`src/verilog/wct_pkg.sv`:
```
// Package: register map, field positions, reset values and timing for the trigger controller
package wct_pkg;
    // Register byte offsets
    localparam logic [7:0] ADDR_CTRL = 8'h00;
    localparam logic [7:0] ADDR_CMD = 8'h04;
    localparam logic [7:0] ADDR_STATUS = 8'h08;
    localparam logic [7:0] ADDR_DELAY = 8'h0c;
    localparam logic [7:0] ADDR_INHIBIT = 8'h10;
    localparam logic [7:0] ADDR_DURATION = 8'h14;
    localparam logic [7:0] ADDR_WAVE_LEN = 8'h18;
    localparam logic [7:0] ADDR_SAMPLE_DIV = 8'h1c;
    localparam logic [7:0] ADDR_ACT_DELAY = 8'h20;
    // Control and command register fields
    localparam int CTRL_MODE_LSB = 0;
    localparam int CTRL_SRC_EXT = 3;
    localparam int CTRL_SYNC_OUT = 4;
    localparam int CTRL_POL_FALL = 5;
    localparam int CTRL_DLY_TIME = 6;
    localparam int CTRL_DUR_WAVE = 7;
    localparam int CMD_EXEC = 0;
    localparam int CMD_ARM = 1;
    // Reset values: retrigger mode, internal source, synchronous output on
    localparam logic [7:0] CTRL_RESET = 8'h11;
    localparam logic [31:0] DIV_RESET = 32'h0000_0001;
    localparam logic [31:0] WAVE_LEN_RESET = 32'h0000_0400;
    // Clock period, engine processing latency and bus response codes
    localparam logic [31:0] CLK_PERIOD_NS = 32'h0000_000a;
    localparam logic [31:0] LATENCY_SAMPLES = 32'h0000_0010;
    localparam logic [1:0] RESP_OKAY = 2'h0;
    localparam logic [1:0] RESP_SLVERR = 2'h2;
    // Trigger modes and controller states
    localparam logic [2:0] MODE_AUTO = 3'h0;
    localparam logic [2:0] MODE_RETRIG = 3'h1;
    localparam logic [2:0] MODE_ARMED_AUTO = 3'h2;
    localparam logic [2:0] MODE_ARMED_RETRIG = 3'h3;
    localparam logic [2:0] MODE_SINGLE = 3'h4;
    typedef enum logic [2:0] {
        ST_STOPPED = 3'b001,
        ST_DELAY = 3'b010,
        ST_RUN = 3'b100
    } wct_st_t;
endpackage : wct_pkg

```
`src/verilog/wct_count.sv`:
```
// Down-counter with busy level and terminal pulse, stepped by an enable
`timescale 1ns/1ps
module wct_count (
    // Clock and reset
    input wire logic clock,
    input wire logic rst_n,
    // Control
    input wire logic load,
    input wire logic [31:0] load_val,
    input wire logic tick,
    // Status
    output logic busy,
    output logic done
);
    typedef struct packed {
        logic [31:0] cnt;
        logic busy;
        logic done;
    } wct_cnt_state_t;

    wct_cnt_state_t s_r, s_nxt;

    always_comb begin
        s_nxt = s_r;
        s_nxt.done = 1'b0;
        if (load) begin
            s_nxt.cnt = load_val;
        end else if (tick && s_r.cnt != 32'h0) begin
            s_nxt.cnt = s_r.cnt - 32'h1;
            s_nxt.done = (s_r.cnt == 32'h1);
        end
        s_nxt.busy = (s_nxt.cnt != 32'h0);
    end

    always_ff @(posedge clock or negedge rst_n) begin
        if (!rst_n) begin
            s_r <= '0;
        end else begin
            s_r <= s_nxt;
        end
    end

    assign busy = s_r.busy;
    assign done = s_r.done;
endmodule : wct_count

```
`src/verilog/wct_trigger_ctrl.sv`:
```
// Trigger controller for the waveform playback engine, with AXI4-Lite registers
//
// Added by the designer: the AXI4-Lite register port and the register addresses.
`timescale 1ns/1ps
//////////////////////////////////////////////////////////////////////////////
// Summary of operation
// - Retrigger mode plays continuously; each accepted trigger restarts from start.
// - Armed-auto waits idle for first trigger, then plays continuously.
// - Armed-retrigger starts on first trigger; later triggers restart playback.
// - Arm, only while running in armed modes, stops output until next trigger.
// - Single mode waits for trigger, plays once for duration; triggers restart it.
// - Duration and its unit apply only in single mode; samples or waveforms.
// - Running status shown; while stopped output disabled, awaiting a trigger.
// - Manual trigger works only with internal source and mode not auto.
// - Internal source triggers by command only; external by selected input edge.
// - Sync output, external only, default on: start at trigger, drop latency.
// - Sync off: output waits out latency and starts at sample zero.
// - Delay unit selects samples or time entry; delay shown converted to time.
// - External trigger action is postponed by the programmed delay.
// - Read-only register gives the effective external delay as time.
// - After a trigger, further triggers ignored for inhibit sample count.
// - Auto mode plays at once and ignores all triggers.
// - Armed-auto ignores triggers once playback has started.
module wct_trigger_ctrl (
    // Clock and reset
    input wire logic clock,
    input wire logic rst_n,
    // AXI4-Lite write channels
    input wire logic [7:0] s_axi_awaddr,
    input wire logic s_axi_awvalid,
    output logic s_axi_awready,
    input wire logic [31:0] s_axi_wdata,
    input wire logic [3:0] s_axi_wstrb,
    input wire logic s_axi_wvalid,
    output logic s_axi_wready,
    output logic [1:0] s_axi_bresp,
    output logic s_axi_bvalid,
    input wire logic s_axi_bready,
    // AXI4-Lite read channels
    input wire logic [7:0] s_axi_araddr,
    input wire logic s_axi_arvalid,
    output logic s_axi_arready,
    output logic [31:0] s_axi_rdata,
    output logic [1:0] s_axi_rresp,
    output logic s_axi_rvalid,
    input wire logic s_axi_rready,
    // External trigger pin
    input wire logic ext_trig_in,
    // Playback engine control
    output logic sample_tick,
    output logic play_restart,
    output logic play_advance,
    output logic play_out_en,
    output logic running
);
    typedef struct packed {
        wct_pkg::wct_st_t st;
        logic [1:0] trig_sync;
        logic trig_d;
        logic [31:0] div_cnt;
        logic tick;
        logic [7:0] ctrl;
        logic [31:0] delay;
        logic [31:0] inhibit;
        logic [31:0] duration;
        logic [31:0] wave_len;
        logic [31:0] div;
        logic awready;
        logic wready;
        logic [7:0] waddr;
        logic [31:0] wdata;
        logic [3:0] wstrb;
        logic bvalid;
        logic [1:0] bresp;
        logic arready;
        logic rvalid;
        logic [31:0] rdata;
        logic [1:0] rresp;
        logic restart;
        logic advance;
        logic out_en;
        logic lat_run;
    } wct_state_t;

    wct_state_t s_r, s_nxt;
    logic dly_busy, dly_done, inh_busy, dur_busy, dur_done, lat_busy;
    logic fire, dly_load, dly_tick;
    logic [31:0] dur_len, act_delay;
    function automatic logic [31:0] wct_merge(input logic [31:0] old, input logic [31:0] data,
                                              input logic [3:0] strb);
        logic [31:0] v;
        v = old;
        for (int i = 0; i < 4; i++) begin
            if (strb[i]) begin
                v[8*i +: 8] = data[8*i +: 8];
            end
        end
        return v;
    endfunction : wct_merge

    //////////////////////////////////////////////////////////////////////////
    // Sample-period counters
    // delay counts samples, or clock cycles when the time unit is selected
    assign dly_tick = s_r.ctrl[wct_pkg::CTRL_DLY_TIME] ? 1'b1 : s_r.tick;
    // duration in samples or whole waveforms
    assign dur_len = s_r.ctrl[wct_pkg::CTRL_DUR_WAVE] ? 32'(s_r.duration * s_r.wave_len)
                                                       : s_r.duration;
    assign act_delay = s_r.ctrl[wct_pkg::CTRL_DLY_TIME]
                     ? 32'(s_r.delay * wct_pkg::CLK_PERIOD_NS)
                     : 32'(s_r.delay * s_r.div * wct_pkg::CLK_PERIOD_NS);

    wct_count u_delay (
        .clock(clock), .rst_n(rst_n), .load(dly_load), .load_val(s_r.delay),
        .tick(dly_tick), .busy(dly_busy), .done(dly_done)
    );
    wct_count u_inhibit (
        .clock(clock), .rst_n(rst_n), .load(fire), .load_val(s_r.inhibit),
        .tick(s_r.tick), .busy(inh_busy), .done()
    );
    wct_count u_duration (
        .clock(clock), .rst_n(rst_n), .load(fire), .load_val(dur_len),
        .tick(s_r.tick), .busy(dur_busy), .done(dur_done)
    );
    wct_count u_latency (
        .clock(clock), .rst_n(rst_n), .load(fire), .load_val(wct_pkg::LATENCY_SAMPLES),
        .tick(s_r.tick), .busy(lat_busy), .done()
    );

    //////////////////////////////////////////////////////////////////////////
    // Next-state logic
    always_comb begin
        logic [2:0] mode;
        logic ext, wr, exec, arm, edge_seen, trig, accept, was_run;
        s_nxt = s_r;
        mode = s_r.ctrl[wct_pkg::CTRL_MODE_LSB +: 3];
        ext = s_r.ctrl[wct_pkg::CTRL_SRC_EXT];
        wr = !s_r.awready && !s_r.wready && !s_r.bvalid;
        exec = 1'b0;
        arm = 1'b0;
        trig = 1'b0;
        accept = 1'b0;
        was_run = (s_r.st == wct_pkg::ST_RUN);
        edge_seen = 1'b0;
        fire = 1'b0;
        dly_load = 1'b0;
        s_nxt.restart = 1'b0;

        // Sample-rate enable from the divider
        s_nxt.tick = 1'b0;
        if (s_r.div_cnt + 32'h1 >= s_r.div) begin
            s_nxt.div_cnt = 32'h0;
            s_nxt.tick = 1'b1;
        end else begin
            s_nxt.div_cnt = s_r.div_cnt + 32'h1;
        end

        // Pin synchroniser; edge taken from the second stage only
        s_nxt.trig_sync = {s_r.trig_sync[0], ext_trig_in};
        s_nxt.trig_d = s_r.trig_sync[1];
        // active edge of the external input
        edge_seen = s_r.ctrl[wct_pkg::CTRL_POL_FALL] ? (s_r.trig_d && !s_r.trig_sync[1])
                                                     : (!s_r.trig_d && s_r.trig_sync[1]);

        // AXI write: address and data accepted in either order
        if (s_axi_awvalid && s_r.awready) begin
            s_nxt.waddr = s_axi_awaddr;
            s_nxt.awready = 1'b0;
        end
        if (s_axi_wvalid && s_r.wready) begin
            s_nxt.wdata = s_axi_wdata;
            s_nxt.wstrb = s_axi_wstrb;
            s_nxt.wready = 1'b0;
        end
        if (wr) begin
            s_nxt.bvalid = 1'b1;
            s_nxt.bresp = wct_pkg::RESP_OKAY;
            unique case (s_r.waddr)
                wct_pkg::ADDR_CTRL: begin
                    s_nxt.ctrl = 8'(wct_merge({24'h0, s_r.ctrl}, s_r.wdata, s_r.wstrb));
                    // Mode change drops playback; auto and retrigger modes restart it below
                    if (s_nxt.ctrl[2:0] != mode) begin
                        s_nxt.st = wct_pkg::ST_STOPPED;
                    end
                end
                wct_pkg::ADDR_CMD: begin
                    exec = s_r.wstrb[0] && s_r.wdata[wct_pkg::CMD_EXEC];
                    arm = s_r.wstrb[0] && s_r.wdata[wct_pkg::CMD_ARM];
                end
                wct_pkg::ADDR_STATUS, wct_pkg::ADDR_ACT_DELAY: ;
                wct_pkg::ADDR_DELAY: s_nxt.delay = wct_merge(s_r.delay, s_r.wdata, s_r.wstrb);
                wct_pkg::ADDR_INHIBIT:
                    s_nxt.inhibit = wct_merge(s_r.inhibit, s_r.wdata, s_r.wstrb);
                wct_pkg::ADDR_DURATION:
                    s_nxt.duration = wct_merge(s_r.duration, s_r.wdata, s_r.wstrb);
                wct_pkg::ADDR_WAVE_LEN:
                    s_nxt.wave_len = wct_merge(s_r.wave_len, s_r.wdata, s_r.wstrb);
                wct_pkg::ADDR_SAMPLE_DIV:
                    s_nxt.div = wct_merge(s_r.div, s_r.wdata, s_r.wstrb);
                default: s_nxt.bresp = wct_pkg::RESP_SLVERR;
            endcase
        end
        if (s_r.bvalid && s_axi_bready) begin
            s_nxt.bvalid = 1'b0;
            s_nxt.awready = 1'b1;
            s_nxt.wready = 1'b1;
        end

        // AXI read
        if (s_axi_arvalid && s_r.arready) begin
            s_nxt.arready = 1'b0;
            s_nxt.rvalid = 1'b1;
            s_nxt.rresp = wct_pkg::RESP_OKAY;
            unique case (s_axi_araddr)
                wct_pkg::ADDR_CTRL: s_nxt.rdata = {24'h0, s_r.ctrl};
                wct_pkg::ADDR_CMD: s_nxt.rdata = 32'h0;
                wct_pkg::ADDR_STATUS: s_nxt.rdata = {28'h0, s_r.st, running};
                wct_pkg::ADDR_DELAY: s_nxt.rdata = s_r.delay;
                wct_pkg::ADDR_INHIBIT: s_nxt.rdata = s_r.inhibit;
                wct_pkg::ADDR_DURATION: s_nxt.rdata = s_r.duration;
                wct_pkg::ADDR_WAVE_LEN: s_nxt.rdata = s_r.wave_len;
                wct_pkg::ADDR_SAMPLE_DIV: s_nxt.rdata = s_r.div;
                wct_pkg::ADDR_ACT_DELAY: s_nxt.rdata = act_delay;
                default: begin
                    s_nxt.rdata = 32'h0;
                    s_nxt.rresp = wct_pkg::RESP_SLVERR;
                end
            endcase
        end
        if (s_r.rvalid && s_axi_rready) begin
            s_nxt.rvalid = 1'b0;
            s_nxt.arready = 1'b1;
        end

        // manual trigger gated by source and mode
        // source selects command or pin edge
        trig = ext ? edge_seen : (exec && mode != wct_pkg::MODE_AUTO);
        accept = trig && !inh_busy && s_r.st != wct_pkg::ST_DELAY
              && mode != wct_pkg::MODE_AUTO
              && !(mode == wct_pkg::MODE_ARMED_AUTO && was_run);

        unique case (s_r.st)
            wct_pkg::ST_STOPPED: begin
                // retrigger and auto start at once
                if (mode == wct_pkg::MODE_AUTO || mode == wct_pkg::MODE_RETRIG) begin
                    fire = s_nxt.st == wct_pkg::ST_STOPPED;
                end
            end
            wct_pkg::ST_RUN: begin
                // arm stops only armed modes while running
                if (arm && (mode == wct_pkg::MODE_ARMED_AUTO ||
                            mode == wct_pkg::MODE_ARMED_RETRIG)) begin
                    s_nxt.st = wct_pkg::ST_STOPPED;
                end
                // single output ends after its duration
                if (mode == wct_pkg::MODE_SINGLE && (dur_done || !dur_busy) && !s_r.restart) begin
                    s_nxt.st = wct_pkg::ST_STOPPED;
                end
            end
            wct_pkg::ST_DELAY: begin
                if (dly_done) begin
                    fire = s_nxt.st == wct_pkg::ST_DELAY;
                end
            end
            default: s_nxt.st = wct_pkg::ST_STOPPED;
        endcase

        // accepted trigger starts or restarts playback
        if (accept && s_nxt.st == s_r.st) begin
            if (ext && s_r.delay != 32'h0) begin
                dly_load = 1'b1;
                s_nxt.st = wct_pkg::ST_DELAY;
            end else begin
                fire = 1'b1;
            end
        end

        // inhibit, duration and latency load when the trigger acts
        if (fire) begin
            s_nxt.st = wct_pkg::ST_RUN;
            s_nxt.restart = 1'b1;
            s_nxt.lat_run = 1'b1;
        end else if (!lat_busy) begin
            s_nxt.lat_run = 1'b0;
        end

        // sync output advances through the latency, dropping samples
        // otherwise engine holds at sample zero until latency is over
        if (s_nxt.st != wct_pkg::ST_RUN) begin
            s_nxt.advance = 1'b0;
            s_nxt.out_en = 1'b0;
        end else begin
            s_nxt.advance = (ext && s_r.ctrl[wct_pkg::CTRL_SYNC_OUT]) || !s_nxt.lat_run;
            // output disabled while stopped or filling
            s_nxt.out_en = !s_nxt.lat_run;
        end
    end

    //////////////////////////////////////////////////////////////////////////
    // State register
    always_ff @(posedge clock or negedge rst_n) begin
        if (!rst_n) begin
            s_r <= '0;
            s_r.st <= wct_pkg::ST_STOPPED;
            s_r.ctrl <= wct_pkg::CTRL_RESET;
            s_r.div <= wct_pkg::DIV_RESET;
            s_r.wave_len <= wct_pkg::WAVE_LEN_RESET;
            s_r.awready <= 1'b1;
            s_r.wready <= 1'b1;
            s_r.arready <= 1'b1;
        end else begin
            s_r <= s_nxt;
        end
    end

    assign s_axi_awready = s_r.awready;
    assign s_axi_wready = s_r.wready;
    assign s_axi_bvalid = s_r.bvalid;
    assign s_axi_bresp = s_r.bresp;
    assign s_axi_arready = s_r.arready;
    assign s_axi_rvalid = s_r.rvalid;
    assign s_axi_rdata = s_r.rdata;
    assign s_axi_rresp = s_r.rresp;
    assign sample_tick = s_r.tick;
    assign play_restart = s_r.restart;
    assign play_advance = s_r.advance;
    assign play_out_en = s_r.out_en;
    assign running = s_r.st[2];
endmodule : wct_trigger_ctrl

```
`config.mk`:
```
export PLATFORM = sky130hd
export DESIGN_NAME = wct_trigger_ctrl
export DESIGN_NICKNAME = d
export VERILOG_FILES = /design/src/verilog/wct_pkg.sv /design/src/verilog/wct_count.sv /design/src/verilog/wct_trigger_ctrl.sv
export SDC_FILE = /design/constraint.sdc
export NUM_CORES = 2
export LEC_CHECK = 0
export ABC_AREA = 1
export BUFFER_PORTS_ARGS = -buffer_cell sky130_fd_sc_hd__buf_2
export CORE_MARGIN = 2
export CORE_UTILIZATION = 34
export DETAILED_ROUTE_END_ITERATION = 8
export PLACE_DENSITY = 0.55
export SLEW_MARGIN = 20
export SYNTH_ARGS = -nofsm -noshare
export SYNTH_HDL_FRONTEND = slang
export SYNTH_HIERARCHICAL = 1
export SYNTH_SLANG_ARGS = --single-unit
```
`constraint.sdc`:
```
create_clock -name clock -period 9.4 [get_ports clock]
set_clock_uncertainty 0.05 [all_clocks]
set_input_delay 1.41 -clock clock [delete_from_list [all_inputs] [get_ports clock]]
set_output_delay 1.41 -clock clock [all_outputs]
set_load 0.05 [all_outputs]
```
; ---- Yosys cells after proc, flatten, opt, wreduce, memory -nomap -nowiden
; Cells that the tools add are included.
[classes]
n_eq_ne = 32
magnitude_cmp = 1
addsub = 5
n_mul = 4
muxes = 56
n_reduce_logical = 83
[ops]
columns = operator, count
row1 = 32-bit 2-to-1 mux, 11
row2 = 32-bit one-hot mux with 8 select lines, 1
row3 = 32-bit nonzero test, 8
row4 = "32-bit by 1-bit subtractor with 32-bit output, second input constant", 4
row5 = "32-bit by 1-bit == test with 1-bit output, second input constant", 2
row6 = "8-bit by 5-bit == test with 1-bit output, second input constant", 8
row7 = "32-bit by 3-bit multiplier with 31-bit output, second input constant", 2
row8 = 32-bit by 32-bit multiplier with 32-bit output, 2
row9 = 3-bit AND reduction, 21
row10 = 36-bit 2-to-1 mux, 1
row11 = "32-bit by 1-bit adder with 32-bit output, second input constant", 1
row12 = "8-bit by 4-bit == test with 1-bit output, second input constant", 4
row13 = 32-bit greater-or-equal comparator, 1
row14 = 1-bit logical AND, 27
row15 = 3-bit 2-to-1 mux, 9
row16 = 1-bit 2-to-1 mux, 24
row17 = 8-bit 2-to-1 mux, 3
row18 = 9-bit OR reduction, 2
row19 = "8-bit by 3-bit == test with 1-bit output, second input constant", 2
row20 = "8-bit by 6-bit == test with 1-bit output, second input constant", 2
row21 = 8-bit logical NOT, 2
row22 = "3-bit by 2-bit == test with 1-bit output, second input constant", 4
row23 = 1-bit logical NOT, 10
row24 = 2-bit 2-to-1 mux, 5
row25 = 14 further kinds, 25
[totals]
elab_cells = 232
ff_bits = 429
output_inout_bits = 46

; ---- Longest topological paths before layout
[logic_depth]
ltp_word = 18
mapped_depth = 49
ltp_nobuf = 47

; ---- Modules after synthesis
; Netlist, hierarchy kept.
[by_module_without_submodules]
columns = module, area_each_um2, cells_per_inst, instances
row1 = wct_trigger_ctrl, 49932.9, 6513, 1
row2 = wct_count, 3007.9, 499, 4

; ---- Least setup slack after synthesis
; OpenSTA, ideal clock, no wires.
[synth_path]
kind = reg-to-reg
startpoint = register, netlist name s_r[229]
endpoint = register s_r, in the netlist s_axi_rdata[31]
required_ps = 9233
setup_slack_ps = 1146
stages_incl_launch_ff = 38
arrival_ps = 8087
period_less_slack_ps = 8254
setup_ps = 117
path_cell_list = dfrtp_1 -> clkbuf_1 -> clkbuf_1 -> nand2_1 -> fa_1 -> inv_1 -> fa_1 -> inv_1 -> fa_1 -> fa_1 -> inv_1 -> fa_1 -> inv_1 -> fa_1 -> fa_1 -> fa_1 -> inv_1 -> ha_1 -> (+2 left out) -> nor4_1 -> nand3_1 -> nand3_1 -> xor2_1 -> inv_1 -> ha_1 -> ha_1 -> nand2_1 -> nor2_1 -> a221o_1 -> a221oi_1 -> inv_1 -> nand3_1 -> nand3_1 -> nand3_1 -> nand2_1 -> nand2_1 -> nand2_1
[synth_rtl]
columns = element, line
row1 = end signal: assignment, wct_trigger_ctrl.sv:311  ; s_r <= s_nxt;
row2 = end: declaration, wct_trigger_ctrl.sv:85  ; wct_state_t s_r, s_nxt;

==> flow_summary.yaml <==
power_and_ir_drop:
  cellPowerDensity_nw_per_um2: 236
  power_mw: 15.8
  p_leak_nw: 37.9
  ir_drop_mv: 0.181
sta:
  post-route-period-util_pct: 95.8
  min_period_ps: 9000
  rsz0062_at_grt: "false"
  finalHoldViolations: 0
  slew_violations: 0
  final.setup.tns_ps: 0
  fin_ws_ps: 397
  finalSetupViolCount: 0
  whs_ps: 304
  worstMarginPinSlew_ps: 1190
  fmax_mhz: 111
  maxSlewHeadroom_pct: 20.2
placement:
  pre_cts_ws_ps: 402
  dp_cells: 10800
  portBuffers: 103
  place_congestion: 0.983
  hpwl_mm: 176
  placed_area_um2: 65100
grt:
  grt_pass1_vias: 54700
  grt_use_total_pct: 23.9
  grt_overflow: 0
  grt_max_degree: 122
  grt_pass1_wl_mm: 335
  antenna_found_initial: 11
layout:
  fillCellCount: 19000
  area_growth_pct: 8.90
  final_nets: 9718
  finalInstanceArea_um2: 67200
  drive_above_1_share_pct: 8.60
  final_util_pct: 37.2
  instances_no_fill: 10900
routing:
  antenna_left: 0
  finalWirelength_mm: 220
  drtIter0Drc: 4280
  dr.pass1.iters: 6
  wl_per_cell_um: 20.2
  drc: 0
  routed_via_density: 4.94
  vias: 53900
yosys:
  ys_warn_count: 6
  synth_area_um2: 61700
  avgSynthCellArea_um2: 7.29
  netlist_instances: 8465
critical_path:
  critPathSlowestCell: "fa_1"
  r2r_slack_ps: 400
  arrival_ps: 9550
  max_stage_delay_ps: 530
  cp.required_ps: 9950
  start_kind: "register"
  crit_type: "reg2reg"
  reg2regPathDepth: 40
  r2r-end: "s_axi_rdata[17]$_DFFE_PN0P_"
  crit_path_end_kind: "register"
  critPathMaxFanout: 25
  cp_common_cell: "nand2_1"
  regToRegStartpoint: "s_r[91]$_DFFE_PN0P_"
clocking:
  postCtsSetupRepairBufs: 0
  cts_tree: "done"
  numCtsBuffers: 59
  cts_htree_levels: 2
  max-clock-path-buffers: 3
  clkLatencyLatePin_ps: 740
  cts-root-buf: "clkbuf_16"
  clkTransAtPathRegs_ps: 60
  cts.sinks: 427
run:
  drv_cap: 0
floorplanning:
  core.rowCount: 156
  die_area_um2: 185000
  core_um2: 181000
  die_h_um: 430
  start_util_pct: 34.2
  die_w_um: 430
  pin_count: 106
worst_hold_path:
  hold_class: "reg2reg"
  holdPathStages: 0
  holdPathEnd: "s_nxt[290]$_DFF_PN0_"
  min_from: "s_nxt[292]$_DFF_PN0_"
status:
  status: "finished clean"
## sequential cells by signal, summed over array words and instances, names as in the netlist, 2 cells and up
| name | count |
|---|---|
| s_axi_rdata | 32 |
| s_nxt | 2 |
| s_r | 248 |
| u_delay/s_r | 32 |
| u_duration/s_r | 32 |
| u_inhibit/s_r | 32 |
| u_latency/s_r | 32 |
## cell usage in the layout (no fill, tap or decap), types with 26 or more instances in the layout
cell type  instances
nor2_1           456
xor2_1            94
a21oi_1          191
clkbuf_16         59
xnor2_1           79
inv_1           1907
buf_2            102
a31oi_1           27
nor2_2            44
nand4_1           57
nand2_1         2433
dfrtp_1          399
ha_1             392
nor3_1            38
or2_2            119
a21o_1            26
fa_1             790
nand3_1          325
o21ai_0          332
conb_1            34
o21ai_1           32
nand2_2           27
buf_4            195
## layer usage
metal | up-vias | share of wire, % | GRT usage [%]
met2 | 1826 | 48 | 40.3
li1 | 25200 | - | -
met3 | 472 | 6.7 | 3.58
met4 | 6 | 5.4 | 11.5
met1 | 26400 | 40 | 29.8
met5 | - | 0.021 | 0
## how the worst max path moves through the flow
| stage | to | startpoint | cells after the start |
|---|---|---|---|
| after global routing | s_axi_rdata[17]$_DFFE_PN0P_ | s_r[92]$_DFFE_PN0P_ | 40 |
| after detailed placement | s_axi_rdata[21]$_DFFE_PN0P_ | s_r[93]$_DFFE_PN0P_ | 39 |
| final | s_axi_rdata[17]$_DFFE_PN0P_ | s_r[91]$_DFFE_PN0P_ | 40 |
| after floorplan | s_axi_rdata[31]$_DFFE_PN0P_ | s_r[229]$_DFFE_PN0P_ | 37 |
| after global placement | s_axi_rdata[21]$_DFFE_PN0P_ | s_r[93]$_DFFE_PN0P_ | 39 |
| after CTS | s_axi_rdata[21]$_DFFE_PN0P_ | s_r[93]$_DFFE_PN0P_ | 39 |
## final cells by class
class                           instances  area [µm²]  share of cell area [%]
Antenna cell                            4        10.0                  0.0149
Tap cell                             2370        2970                    4.41
Inverter                             1918        7200                    10.7
Timing Repair Buffer                  307        2160                    3.22
Clock buffer                           73        1600                    2.38
Multi-Input combinational cell       5763       42100                    62.6
Clock inverter                         39         457                   0.680
Sequential cell                       427       10700                    16.0
## critical path: cells and delay by family, from the launching register on
family | cells | cell delay, ps
AOI/OAI and AO/OA | 6 | 930
xor gates and xnor gates | 1 | 270
adders and majority gates | 11 | 4380
buffers and inverters | 9 | 950
DFF | 1 | 410
and+or+nand+nor | 13 | 1830
## timing repair
| action | 4_1_cts | 5_1_grt |
|---|---|---|
| gates resized for setup | 0 | 16 |
| hold buffers | 0 | 0 |
| setup endpoints to repair | 0 | 8 |
## power by group
group,switching (mW),total (mW),internal (mW)
Clock,1.05,2.42,1.37
Combinational,6.56,9.68,3.12
Sequential,1.30,3.74,2.44
No activity file was read; power rests on OpenSTA's default activity.
